## src/exec_pkg.sv

```systemverilog
// constants, opcodes and register map of the instruction execute block
package exec_pkg;
    // ------------------------------------------------------------
    // widths and storage
    // ------------------------------------------------------------
    localparam int unsigned PC_W        = 11;
    localparam int unsigned MEM_ADDR_W  = 7;
    localparam int unsigned MEM_DEPTH   = 128;
    localparam int unsigned STACK_DEPTH = 8;
    localparam int unsigned SP_W        = 3;
    localparam int unsigned WDT_W       = 8;
    localparam int unsigned PRESC_W     = 8;

    // ------------------------------------------------------------
    // register map (byte addresses)
    // ------------------------------------------------------------
    localparam logic [11:0] CMD_OFF      = 12'h000;
    localparam logic [11:0] ACC_OFF      = 12'h004;
    localparam logic [11:0] FLAGS_OFF    = 12'h008;
    localparam logic [11:0] PC_OFF       = 12'h00c;
    localparam logic [11:0] SP_OFF       = 12'h010;
    localparam logic [11:0] WDT_OFF      = 12'h014;
    localparam logic [11:0] MEM_BASE_OFF = 12'h200;

    // ------------------------------------------------------------
    // field layout
    // ------------------------------------------------------------
    localparam int unsigned CMD_OP_LSB   = 0;
    localparam int unsigned CMD_BIT_LSB  = 4;
    localparam int unsigned CMD_ADDR_LSB = 8;
    localparam int unsigned CMD_TGT_LSB  = 16;
    localparam int unsigned FLG_Z        = 0;
    localparam int unsigned FLG_C        = 1;
    localparam int unsigned FLG_AC       = 2;
    localparam int unsigned FLG_TO       = 3;
    localparam int unsigned FLG_SLEEP    = 4;
    localparam int unsigned FLG_BUSY     = 5;

    // ------------------------------------------------------------
    // reset values and timing
    // ------------------------------------------------------------
    localparam logic [7:0]      ACC_RST   = 8'h00;
    localparam logic [PC_W-1:0] PC_RST    = 11'h000;
    localparam logic [7:0]      BCD_NINE  = 8'h09;
    localparam logic [7:0]      BCD_LO6   = 8'h06;
    localparam logic [7:0]      BCD_HI6   = 8'h60;
    localparam int unsigned     CALL_CYCLES = 2;

    typedef enum logic [3:0] {
        OP_NOP, OP_CALL, OP_CLEAR_MEM, OP_CLEAR_BIT, OP_WDT_CLEAR,
        OP_WDT_FIRST, OP_WDT_SECOND, OP_INVERT_MEM, OP_INVERT_ACC,
        OP_BCD_ADJUST, OP_DEC_MEM, OP_DEC_ACC, OP_INC_MEM, OP_POWER_DOWN
    } op_t;
endpackage

```

## src/exec_core.sv

```systemverilog
// instruction execute unit with wishbone register access
// ------------------------------------------------------------
// ------------------------------------------------------------
`timescale 1ns/1ps
`default_nettype none
module exec_core
    import exec_pkg::*;
(
    input  wire logic        clk_i,
    input  wire logic        rst_i,
    input  wire logic        ce_i,
    input  wire logic        wake_i,
    input  wire logic        cyc_i,
    input  wire logic        stb_i,
    input  wire logic        we_i,
    input  wire logic [31:0] adr_i,
    input  wire logic [3:0]  sel_i,
    input  wire logic [31:0] dat_i,
    output logic      [31:0] dat_o,
    output logic             ack_o,
    output logic             sleep_o,
    output logic             timeout_o
);
    typedef enum logic [1:0] {ST_RUN, ST_CALL2, ST_SLEEP} state_t;
    typedef enum logic [1:0] {HALF_NONE, HALF_FIRST, HALF_SECOND} half_t;

    // ------------------------------------------------------------
    // state
    // ------------------------------------------------------------
    state_t                  state_reg;
    half_t                   half_reg;
    logic [7:0]              acc_reg;
    logic                    z_reg;
    logic                    c_reg;
    logic                    ac_reg;
    logic                    to_reg;
    logic                    sleep_reg;
    logic [PC_W-1:0]         pc_reg;
    logic [PC_W-1:0]         tgt_reg;
    logic [SP_W-1:0]         sp_reg;
    logic [PC_W-1:0]         stack_reg [STACK_DEPTH];
    logic [7:0]              mem_reg   [MEM_DEPTH];
    logic [WDT_W-1:0]        wdt_reg;
    logic [PRESC_W-1:0]      presc_reg;
    logic                    ack_reg;
    logic [31:0]             rdata_reg;
    logic                    wake_meta_reg;
    logic                    wake_sync_reg;

    // ------------------------------------------------------------
    // decode
    // ------------------------------------------------------------
    logic                    bus_req;
    logic                    bus_wr;
    logic [11:0]             off;
    logic                    is_mem;
    logic [MEM_ADDR_W-1:0]   mem_idx;
    logic                    issue;
    logic [3:0]              op;
    logic [2:0]              bitsel;
    logic [MEM_ADDR_W-1:0]   maddr;
    logic [7:0]              mval;
    logic [7:0]              alu_res;
    logic                    alu_c;
    logic                    wdt_clr;
    logic                    wdt_tick;
    logic                    mem_wr_exec;
    logic                    acc_wr_exec;

    assign bus_req  = cyc_i && stb_i;
    assign bus_wr   = bus_req && we_i && ack_reg;
    assign off      = {adr_i[11:2], 2'b00};
    assign is_mem   = adr_i[11:9] == MEM_BASE_OFF[11:9];
    assign mem_idx  = adr_i[MEM_ADDR_W+1:2];
    assign issue    = bus_wr && off == CMD_OFF && sel_i[0] && state_reg == ST_RUN;
    assign op       = dat_i[CMD_OP_LSB +: 4];
    assign bitsel   = dat_i[CMD_BIT_LSB +: 3];
    assign maddr    = dat_i[CMD_ADDR_LSB +: MEM_ADDR_W];
    assign mval     = mem_reg[maddr];
    assign ack_o    = ack_reg;
    assign dat_o    = rdata_reg;
    assign sleep_o  = sleep_reg;
    assign timeout_o = to_reg;

    assign mem_wr_exec = issue && (op == OP_CLEAR_MEM || op == OP_CLEAR_BIT || op == OP_INVERT_MEM
                                   || op == OP_BCD_ADJUST || op == OP_DEC_MEM || op == OP_INC_MEM);
    assign acc_wr_exec = issue && (op == OP_INVERT_ACC || op == OP_DEC_ACC);

    exec_alu u_alu (
        .op_i     (op),
        .bit_i    (bitsel),
        .mem_i    ((op == OP_BCD_ADJUST) ? acc_reg : mval),
        .acc_i    (acc_reg),
        .c_i      (c_reg),
        .ac_i     (ac_reg),
        .result_o (alu_res),
        .c_o      (alu_c)
    );

    // ------------------------------------------------------------
    // wake pin synchroniser
    // ------------------------------------------------------------
    always_ff @(posedge clk_i) begin
        if (rst_i) begin
            wake_meta_reg <= 1'b0;
            wake_sync_reg <= 1'b0;
        end else if (ce_i) begin
            wake_meta_reg <= wake_i;
            wake_sync_reg <= wake_meta_reg;
        end
    end

    // ------------------------------------------------------------
    // wishbone slave
    // ------------------------------------------------------------
    always_ff @(posedge clk_i) begin
        if (rst_i) begin
            ack_reg   <= 1'b0;
            rdata_reg <= 32'h0000_0000;
        end else if (ce_i) begin
            ack_reg   <= bus_req && !ack_reg;
            rdata_reg <= 32'h0000_0000;
            if (bus_req && !ack_reg && !we_i) begin
                if (is_mem) begin
                    rdata_reg <= {24'h000000, mem_reg[mem_idx]};
                end else begin
                    unique case (off)
                        ACC_OFF:   rdata_reg <= {24'h000000, acc_reg};
                        FLAGS_OFF: rdata_reg <= {26'h0000000, state_reg != ST_RUN, sleep_reg,
                                                 to_reg, ac_reg, c_reg, z_reg};
                        PC_OFF:    rdata_reg <= {21'h000000, pc_reg};
                        SP_OFF:    rdata_reg <= {29'h00000000, sp_reg};
                        WDT_OFF:   rdata_reg <= {24'h000000, wdt_reg};
                        default:   rdata_reg <= 32'h0000_0000;
                    endcase
                end
            end
        end
    end

    // ------------------------------------------------------------
    // sequencing: call second cycle and power down
    // ------------------------------------------------------------
    always_ff @(posedge clk_i) begin
        if (rst_i) begin
            state_reg <= ST_RUN;
            tgt_reg   <= PC_RST;
        end else if (ce_i) begin
            unique case (state_reg)
                ST_RUN: begin
                    if (issue && op == OP_CALL) begin
                        state_reg <= ST_CALL2;
                        tgt_reg   <= dat_i[CMD_TGT_LSB +: PC_W];
                    end else if (issue && op == OP_POWER_DOWN) begin
                        state_reg <= ST_SLEEP;
                    end
                end
                ST_CALL2: state_reg <= ST_RUN;
                ST_SLEEP: if (wake_sync_reg) state_reg <= ST_RUN;
            endcase
        end
    end

    // ------------------------------------------------------------
    // program counter and stack
    // ------------------------------------------------------------
    always_ff @(posedge clk_i) begin
        if (rst_i) begin
            pc_reg <= PC_RST;
            sp_reg <= '0;
        end else if (ce_i) begin
            if (issue && op == OP_CALL) begin
                stack_reg[sp_reg] <= pc_reg + 11'h001;
                sp_reg            <= sp_reg + 3'h1;
            end else if (state_reg == ST_CALL2) begin
                pc_reg <= tgt_reg;
            end else if (issue) begin
                pc_reg <= pc_reg + 11'h001;
            end
        end
    end

    // ------------------------------------------------------------
    // data memory
    // ------------------------------------------------------------
    always_ff @(posedge clk_i) begin
        if (ce_i) begin
            if (mem_wr_exec) begin
                mem_reg[maddr] <= alu_res;
            end else if (bus_wr && is_mem && sel_i[0] && state_reg != ST_SLEEP) begin
                mem_reg[mem_idx] <= dat_i[7:0];
            end
        end
    end

    // ------------------------------------------------------------
    // accumulator and arithmetic flags
    // ------------------------------------------------------------
    always_ff @(posedge clk_i) begin
        if (rst_i) begin
            acc_reg <= ACC_RST;
            z_reg   <= 1'b0;
            c_reg   <= 1'b0;
            ac_reg  <= 1'b0;
        end else if (ce_i) begin
            if (acc_wr_exec) begin
                acc_reg <= alu_res;
                z_reg   <= alu_res == 8'h00;
            end else if (issue && (op == OP_DEC_MEM || op == OP_INC_MEM)) begin
                z_reg   <= alu_res == 8'h00;
            end else if (issue && op == OP_BCD_ADJUST) begin
                c_reg   <= alu_c;
            end else if (bus_wr && state_reg == ST_RUN && sel_i[0]) begin
                if (off == ACC_OFF) acc_reg <= dat_i[7:0];
                if (off == FLAGS_OFF) begin
                    z_reg  <= dat_i[FLG_Z];
                    c_reg  <= dat_i[FLG_C];
                    ac_reg <= dat_i[FLG_AC];
                end
            end
        end
    end

    // ------------------------------------------------------------
    // watchdog, pairing and status flags
    // ------------------------------------------------------------
    assign wdt_clr = issue && (op == OP_WDT_CLEAR
                     || (op == OP_WDT_FIRST && half_reg == HALF_SECOND)
                     || (op == OP_WDT_SECOND && half_reg == HALF_FIRST));
    assign wdt_tick = state_reg != ST_SLEEP && presc_reg == '1;

    always_ff @(posedge clk_i) begin
        if (rst_i) begin
            half_reg <= HALF_NONE;
        end else if (ce_i && issue) begin
            if (wdt_clr && op != OP_WDT_CLEAR) half_reg <= HALF_NONE;
            else if (op == OP_WDT_FIRST) half_reg <= HALF_FIRST;
            else if (op == OP_WDT_SECOND) half_reg <= HALF_SECOND;
        end
    end

    always_ff @(posedge clk_i) begin
        if (rst_i) begin
            wdt_reg   <= '0;
            presc_reg <= '0;
            to_reg    <= 1'b0;
            sleep_reg <= 1'b0;
        end else if (ce_i) begin
            if (issue && op == OP_POWER_DOWN) begin
                wdt_reg   <= '0;
                presc_reg <= '0;
                sleep_reg <= 1'b1;
                to_reg    <= 1'b0;
            end else if (wdt_clr) begin
                wdt_reg   <= '0;
                presc_reg <= '0;
                to_reg    <= 1'b0;
                sleep_reg <= 1'b0;
            end else if (state_reg != ST_SLEEP) begin
                presc_reg <= presc_reg + 8'h01;
                if (wdt_tick) begin
                    wdt_reg <= wdt_reg + 8'h01;
                    if (wdt_reg == '1) to_reg <= 1'b1;
                end
            end
        end
    end

    // ------------------------------------------------------------
    // checks
    // ------------------------------------------------------------
    property p_call_push;
        @(posedge clk_i) disable iff (rst_i)
        (ce_i && issue && op == OP_CALL) |=> stack_reg[$past(sp_reg)] == $past(pc_reg) + 11'h001;
    endproperty
    a_call_push: assert property (p_call_push) else $error("call did not push pc plus one");

    property p_call_two;
        @(posedge clk_i) disable iff (rst_i)
        (ce_i && issue && op == OP_CALL) ##1 ce_i |=> state_reg == ST_RUN && pc_reg == $past(tgt_reg);
    endproperty
    a_call_two: assert property (p_call_two) else $error("call target not loaded on second cycle");

    property p_call_flags;
        @(posedge clk_i) disable iff (rst_i)
        (ce_i && issue && op == OP_CALL) |=> $stable(z_reg) && $stable(c_reg) && $stable(ac_reg);
    endproperty
    a_call_flags: assert property (p_call_flags) else $error("call changed a flag");

    property p_clear_mem;
        @(posedge clk_i) disable iff (rst_i)
        (ce_i && issue && op == OP_CLEAR_MEM) |=> mem_reg[$past(maddr)] == 8'h00 && $stable(z_reg);
    endproperty
    a_clear_mem: assert property (p_clear_mem) else $error("clear memory failed");

    property p_wdt_repeat;
        @(posedge clk_i) disable iff (rst_i)
        (ce_i && issue && op == OP_WDT_FIRST && half_reg == HALF_FIRST) |-> !wdt_clr;
    endproperty
    a_wdt_repeat: assert property (p_wdt_repeat) else $error("repeated half cleared watchdog");

    property p_wdt_pair;
        @(posedge clk_i) disable iff (rst_i)
        (ce_i && issue && op == OP_WDT_SECOND && half_reg == HALF_FIRST)
            |=> wdt_reg == 8'h00 && !to_reg && !sleep_reg;
    endproperty
    a_wdt_pair: assert property (p_wdt_pair) else $error("paired clear had no effect");

    property p_wdt_full;
        @(posedge clk_i) disable iff (rst_i)
        (ce_i && issue && op == OP_WDT_CLEAR) |=> wdt_reg == 8'h00 && !to_reg && !sleep_reg;
    endproperty
    a_wdt_full: assert property (p_wdt_full) else $error("watchdog clear had no effect");

    property p_inv_acc;
        @(posedge clk_i) disable iff (rst_i)
        (ce_i && issue && op == OP_INVERT_ACC) |=> acc_reg == ~$past(mval) && z_reg == (acc_reg == 8'h00);
    endproperty
    a_inv_acc: assert property (p_inv_acc) else $error("invert to accumulator wrong");

    property p_dec_acc;
        @(posedge clk_i) disable iff (rst_i)
        (ce_i && issue && op == OP_DEC_ACC) |=> acc_reg == $past(mval) - 8'h01 && $stable(c_reg);
    endproperty
    a_dec_acc: assert property (p_dec_acc) else $error("decrement to accumulator wrong");

    property p_power_down;
        @(posedge clk_i) disable iff (rst_i)
        (ce_i && issue && op == OP_POWER_DOWN) |=> sleep_reg && !to_reg && wdt_reg == 8'h00 && state_reg == ST_SLEEP;
    endproperty
    a_power_down: assert property (p_power_down) else $error("power down entry wrong");

    property p_sleep_hold;
        @(posedge clk_i) disable iff (rst_i)
        (ce_i && state_reg == ST_SLEEP) |=> $stable(acc_reg) && $stable(pc_reg);
    endproperty
    a_sleep_hold: assert property (p_sleep_hold) else $error("state changed while asleep");
endmodule
`default_nettype wire

```

## src/exec_alu.sv

```systemverilog
// data path of the memory and accumulator instructions
`timescale 1ns/1ps
`default_nettype none
module exec_alu
    import exec_pkg::*;
(
    input  wire logic [3:0] op_i,
    input  wire logic [2:0] bit_i,
    input  wire logic [7:0] mem_i,
    input  wire logic [7:0] acc_i,
    input  wire logic       c_i,
    input  wire logic       ac_i,
    output logic      [7:0] result_o,
    output logic            c_o
);
    logic       lo_fix;
    logic       hi_fix;
    logic [8:0] bcd_sum;

    always_comb begin
        lo_fix  = ({4'h0, acc_i[3:0]} > BCD_NINE) || ac_i;
        hi_fix  = ({4'h0, acc_i[7:4]} > BCD_NINE) || c_i;
        bcd_sum = {1'b0, acc_i} + {1'b0, (hi_fix ? BCD_HI6 : 8'h00) | (lo_fix ? BCD_LO6 : 8'h00)};
        result_o = mem_i;
        c_o      = c_i;
        unique case (op_i)
            OP_CLEAR_MEM:  result_o = 8'h00;
            OP_CLEAR_BIT:  result_o = mem_i & ~(8'h01 << bit_i);
            OP_INVERT_MEM, OP_INVERT_ACC: result_o = ~mem_i;
            OP_BCD_ADJUST: begin
                result_o = bcd_sum[7:0];
                c_o      = c_i | bcd_sum[8];
            end
            OP_DEC_MEM, OP_DEC_ACC: result_o = mem_i - 8'h01;
            OP_INC_MEM:    result_o = mem_i + 8'h01;
            default:       result_o = mem_i;
        endcase
    end
endmodule
`default_nettype wire

```

## config.mk

```make
export PLATFORM = sky130hd
export DESIGN_NAME = exec_core
export DESIGN_NICKNAME = d
export VERILOG_FILES = /design/src/exec_pkg.sv /design/src/exec_core.sv /design/src/exec_alu.sv
export SDC_FILE = /design/constraint.sdc
export NUM_CORES = 2
export LEC_CHECK = 0
export ABC_AREA = 1
export BUFFER_PORTS_ARGS = -buffer_cell sky130_fd_sc_hd__buf_2
export CORE_ASPECT_RATIO = 1.75
export CORE_UTILIZATION = 34
export CTS_BUF_LIST = sky130_fd_sc_hd__clkbuf_2 sky130_fd_sc_hd__clkbuf_4 sky130_fd_sc_hd__clkbuf_8
export CTS_CLUSTER_DIAMETER = 40
export DETAILED_ROUTE_END_ITERATION = 8
export GPL_TIMING_DRIVEN = 0
export PLACE_DENSITY = 0.57
export REMOVE_ABC_BUFFERS = 1
export SETUP_SLACK_MARGIN = 0.2
export SLEW_MARGIN = 20
export SYNTH_ARGS = -nofsm -noshare
export SYNTH_HDL_FRONTEND = slang
export SYNTH_HIERARCHICAL = 1
export SYNTH_SLANG_ARGS = --single-unit
export TNS_END_PERCENT = 50
```

## constraint.sdc

```tcl
create_clock -name clk_i -period 9.33 [get_ports clk_i]
set_input_delay 0.4665 -clock clk_i [delete_from_list [all_inputs] [get_ports clk_i]]
set_output_delay 0.4665 -clock clk_i [all_outputs]
set_load 0.01 [all_outputs]
```

### Yosys cells after proc, flatten, opt, wreduce, memory -nomap -nowiden

Memory sizes are Yosys's and may differ from the RTL's.
Cells that the tools add are included.

* register bits: 93
* latch bits: 0
* memory bits (writable): 1024
* ROM bits: 0
* input bits: 75
* output and inout port bits: 35
* word-level logic and storage cells: 194
* memories kept: 1

* add/sub/neg operators: 7
* multiply operators: 0
* div/mod/pow operators: 0
* order comparisons: 2
* equality and inequality tests: 33
* shifts and indexed selects: 1
* mux-type cells: 54
* bitwise gates (word level): 9
* reduce and logical (&&, ||, !) cells: 70

Memory list
* mem_reg: words 128, bits a word 8, rd ports 2, clocked after Yosys merged registers in 0, wr ports 1, RTL line exec_core.sv:42 `logic [7:0] mem_reg [MEM_DEPTH];`

Operator list (number)
* $mux W8: 14
* $pmux W11 S5: 1
* $pmux W8 S6: 1
* $mux W11: 4
* $logic_and A1 B1 Y1: 25
* $add A8 B1 Y8 const B: 3
* $eq A4 B4 Y1 const B: 6
* $mux W1: 24
* $eq A10 B2 Y1 const B: 2
* $eq A10 B3 Y1 const B: 2
* $reduce_bool A3 Y1: 6
* $eq A4 B3 Y1 const B: 4
* $eq A8 B8 Y1 const B: 2
* $not A8 Y8: 2
* $mux W7: 2
* $reduce_bool A2 Y1: 7
* $logic_not A12 Y1: 1
* $mux W2: 6
* $reduce_and A3 Y1: 4
* $reduce_and A6 Y1: 2
* $add A11 B1 Y11 const B: 1
* $logic_or A1 B1 Y1: 11
* $eq A10 B1 Y1 const B: 1
* $ne A2 B2 Y1 const B: 5
* 27 further kinds: 40

### Depth between registers and ports, before layout

* depth in word-level cells: 12
* gate-level depth with buffers: 27

### Modules after synthesis

The synthesis kept the hierarchy.

Modules (own cells, without submodules)
* exec_core: times used 1, cells an instance 6510, area each 55749.7 um^2, seq. area each 32190.9 um^2
* exec_alu: times used 1, cells an instance 186, area each 968.4 um^2, seq. area each 0.0 um^2

### Least setup slack after synthesis

No wires, ideal clock.

* path kind: register to register
* start point: register state_reg[0]
* end point: memory mem_reg[0][0] (data pin)
* setup time: 1.197 ns
* arrival time: 6.363 ns
* required time: 8.133 ns
* path slack: 1.769 ns
* cell stages (with the launch flop): 8
* period minus slack after synthesis: 7.561 ns
* cell sequence: dfxtp_1 -> inv_1 -> ha_1 -> nor2_1 -> nand4_2 -> buf_2 -> clkbuf_1 -> o21ai_0

* word-level cells in the longest chain between the ends: 8

Ends and longest elaborated chain
* start: declaration: RTL line exec_core.sv:30 `state_t state_reg;`
* start signal: assignment: RTL line exec_core.sv:146 `state_reg <= ST_RUN;`
* start signal: assignment: RTL line exec_core.sv:152 `state_reg <= ST_CALL2;`
* start signal: assignment: RTL line exec_core.sv:155 `state_reg <= ST_SLEEP;`
* $ne A2 B2 Y1 or $logic_not A2 Y1 (tied branches): RTL line exec_core.sv:190, exec_core.sv:75
* $logic_and A1 B1 Y1, on equally long branches: RTL line exec_core.sv:190, exec_core.sv:75
* $mux W1 or $logic_and A1 B1 Y1 (tied branches): RTL line exec_core.sv:190, exec_core.sv:85
* $mux W1 *: RTL line exec_core.sv:188 `if (mem_wr_exec) begin`
* $mux W1 *: RTL line exec_core.sv:187 `if (ce_i) begin`
* $mux W1 (not written as such) *: RTL line exec_core.sv:191 `mem_reg[mem_idx] <= dat_i[7:0];`
* $reduce_or A8 Y1 (no line) *
* $mux W8 (no line) *
* end: declaration: RTL line exec_core.sv:42

Mark *: on every way between the ends. The rest lies on a longest branch, timed or not.

### Final worst setup path

* start point: input dat_i[8]
* end point: memory mem_reg[103][7] (data pin)

* word-level cells in the longest chain between the ends: 5

Ends and longest elaborated chain
* start: declaration: RTL line exec_core.sv:18 `input wire logic [31:0] dat_i,`
* $mem_v2 Z128 W8 *
* $mux W8 *: RTL line exec_core.sv:92 `.mem_i ((op == OP_BCD_ADJUST) ? acc_reg : mval),`
* $add A8 B1 Y8 (tied with other cells): RTL line exec_alu.sv:35 `OP_INC_MEM: result_o = mem_i + 8'h01;`
* $pmux W8 S6 *: RTL line exec_alu.sv:26 `unique case (op_i)`
* via alu_res[7]: RTL line exec_core.sv:63 `logic [7:0] alu_res;`
* $mux W8 (no line) *

Mark *: on every way through the listed nets, which the timed path passes. The rest lies on a longest branch.

==> impl_metrics.json <==
{
  "status": "completed",
  "pre_cts_ws_ns": 1.43,
  "post_cts_buffers": 0,
  "synth_xor_area_share_pct": 0.108,
  "hold_path_class": "in -> reg",
  "criticalPathCategory": "in -> reg",
  "finalCritPeriodShare_pct": 78.5,
  "place.gp.congestion": 0.939,
  "grt_pass1_wl_mm": 313,
  "holdPathStages": 5,
  "cts.sinks": 1096,
  "setup_ws_ns": 2.00,
  "power.density_nw_per_um2": 175,
  "fillers": 16400,
  "combPwrFrac_pct": 15.0,
  "drive_above_1_share_pct": 7.35,
  "ys_async_sr_fraction_pct": 0,
  "viasPerCell": 5.54,
  "skew_ns": 0.0470,
  "grt_usage_pct": 25.2,
  "cts_tree": "done",
  "antenna_found_initial": 2,
  "synthTopCellsByCount": "nor2_1, nand2_1, edfxtp_1",
  "yosys_warnings": 6,
  "core_area_um2": 166000,
  "multi_input_comb_area_um2": 20900,
  "drc": 0,
  "ys_ff_latch": 1096,
  "required_ns": 10.05,
  "layout.nets": 6720,
  "reg2reg_slack_ns": 4.11,
  "die-area_um2": 169000,
  "regToRegEndpoint": "mem_reg[118][4]",
  "ctsHoldBuffers": 22,
  "routedWlPerCell_um": 24.5,
  "h-tree-depth": 4,
  "ff2ff_path_depth": 9,
  "grt_start_max_net_pins": 140,
  "synth-compound-area-share_pct": 11.4,
  "crit_path_end": "mem_reg[103][7]",
  "ir_drop_mv": 0.0855,
  "worst-slew-pin-transition_ns": 1.21,
  "cts_buffer_depth": 4,
  "p_leak_nw": 24.4,
  "synth_mux_area_share_pct": 0,
  "drtAntennaViolNets": 0,
  "crit_fanout": 139,
  "min_period_ns": 7.33,
  "synth_fa_ha_area_share_pct": 0.446,
  "dpl.hpwl_mm": 138,
  "internal_power_mw": 8.06,
  "avgSynthCellArea_um2": 8.47,
  "cts_resized": 0,
  "start_util_pct": 34.2,
  "synth_top_family_by_area": "simple AND/OR/NAND/NOR gates",
  "fmax_mhz": 137,
  "cts_buffers": 165,
  "synth_area_leaders": "edfxtp_1, nor2_1, nand2_1",
  "clkSlewWorstSetupHoldPaths_ns": 0.07,
  "grt.overflow.total": 0,
  "register_area_um2": 32200,
  "io_buffers": 57,
  "via_count": 49600,
  "worstPathArrival_ns": 8.05,
  "critPathSlowestCell": "clkinv_4",
  "netlist.area_leader.share_pct": 54.2,
  "max_stage_delay_ns": 0.65,
  "io-pin-count": 110,
  "slew_headroom_pct": 18.8,
  "power_mw": 11.2,
  "seq_area_frac_synth_pct": 56.8,
  "synth_top_area_cell": "edfxtp_1",
  "synth_cell_type_count": 49,
  "clock_latency_ns": 0.90,
  "die_width_um": 311,
  "end_kind": "flop",
  "area_growth_pct": 13.1,
  "finalSetupViolCount": 0,
  "grt_pass1_vias": 47900,
  "cts_root_buf": "clkbuf_8",
  "synth.most_common_cell": "nor2_1",
  "slew_violations": 0,
  "first_iter_violations": 5165,
  "startpoint_type": "primary input",
  "finalHoldViolCount": 0,
  "switchingPower_mw": 3.18,
  "rsz0062_at_grt": "false",
  "drtPass1Iterations": 9,
  "yosys.area_share.simple_pct": 24.3,
  "seq_power_share_pct": 49.6,
  "synth_ff_type": "edfxtp_1",
  "syn_inst": 6696,
  "fin_setup_tns_ns": 0,
  "cap_violations": 0,
  "clockPowerShare_pct": 35.4,
  "crit_start": "dat_i[8]",
  "swShare_pct": 28.3,
  "crit_top_cell": "buf_16",
  "rows": 198,
  "syn_area_um2": 56700,
  "synth_edf_count": 1024,
  "largest_reg_flops": 1024,
  "die-height_um": 542,
  "routed_wl_mm": 219,
  "worst_r2r_startpoint": "state_reg[0]"
}
==> worst min-delay path by stage <==
| stage | from | to | slack, ns |
|---|---|---|---|
| 6_report | dat_i[1] | acc_reg[1] | 0.11 |
| 3_3_place_gp | dat_o[9] | dat_o[9] | 0.45 |
| 5_1_grt | dat_i[1] | acc_reg[1] | 0.12 |
| 4_1_cts | dat_i[0] | acc_reg[0] | 0.03 |
| 2_1_floorplan | tgt_reg[3] | tgt_reg[3] | 0.43 |
| 3_5_place_dp | dat_o[6] | dat_o[6] | 0.46 |
==> per-stage QoR <==
stage               instances  util, %  hold slack (ns)  instance area, um^2
global placement         8537     34.9            0.452                57900
floorplan                6280        -            0.432                54900
CTS                      8945     38.6           0.0295                64100
detailed placement       8637     36.6            0.455                60800
finish                   8947     38.6            0.114                64100
global route             8946     38.6            0.118                64100
==> critical path, delay by kind of cell <==
| family | cells | cell delay [ns] |
|---|---|---|
| AO/OA/AOI/OAI | 5 | 1.53 |
| adder cells (fa/ha/maj) | 1 | 0.44 |
| buffers and inverters | 11 | 3.38 |
| AND/OR/NAND/NOR | 12 | 1.67 |
==> area by class of cell <==
class	instances	share of cell area, %
clock inverter	80	0.814
tap	2200	4.29
multi-input combinational	4654	32.6
clock buffer	206	4.06
antenna	2	0.00780
sequential	1096	50.2
timing repair buffer	179	4.90
inverter	530	3.16
==> cell usage in the layout, fill, tap and decap left out, types with 53 or more instances in the layout <==
cell type / netlist / final
a21oi_1: 319 / 315
inv_1: 501 / 498
dfxtp_1: 72 / 72
buf_16: 0 / 79
nor2_1: 1397 / 1388
o21ai_0: 625 / 621
o22ai_1: 124 / 124
o21ai_1: 53 / 53
nand3_1: 643 / 643
edfxtp_1: 1024 / 1024
nand2_1: 1265 / 1254
clkbuf_8: 0 / 169
==> power groups by stage <==
stage | Clock [mW] | Combinational (mW) | Sequential, mW
floorplan | 0 | 0.670 | 5.76
global placement | 0 | 1.39 | 5.88
detailed placement | 0 | 1.63 | 5.68
CTS | 4.02 | 1.64 | 5.57
global route | 4.19 | 1.76 | 5.57
finish | 3.98 | 1.69 | 5.57
==> metal layers <==
layer	vias to the layer above	global-route usage [%]	routed length (um)
li1	22300	-	-
met2	2767	43.8	107000
met5	-	0	0
met1	23600	26.5	73400
met3	864	3.66	17200
met4	0	22.6	21800
==> cell families after synthesis <==
kind of cell	after synthesis
AND/OR/NAND/NOR	3392
AO/OA/AOI/OAI	1215
flip-flops	1096
buffers and inverters	966
adder cells (fa/ha/maj)	19
XOR/XNOR	7
other	1
Note: power is estimated with default switching activity, not from simulation.
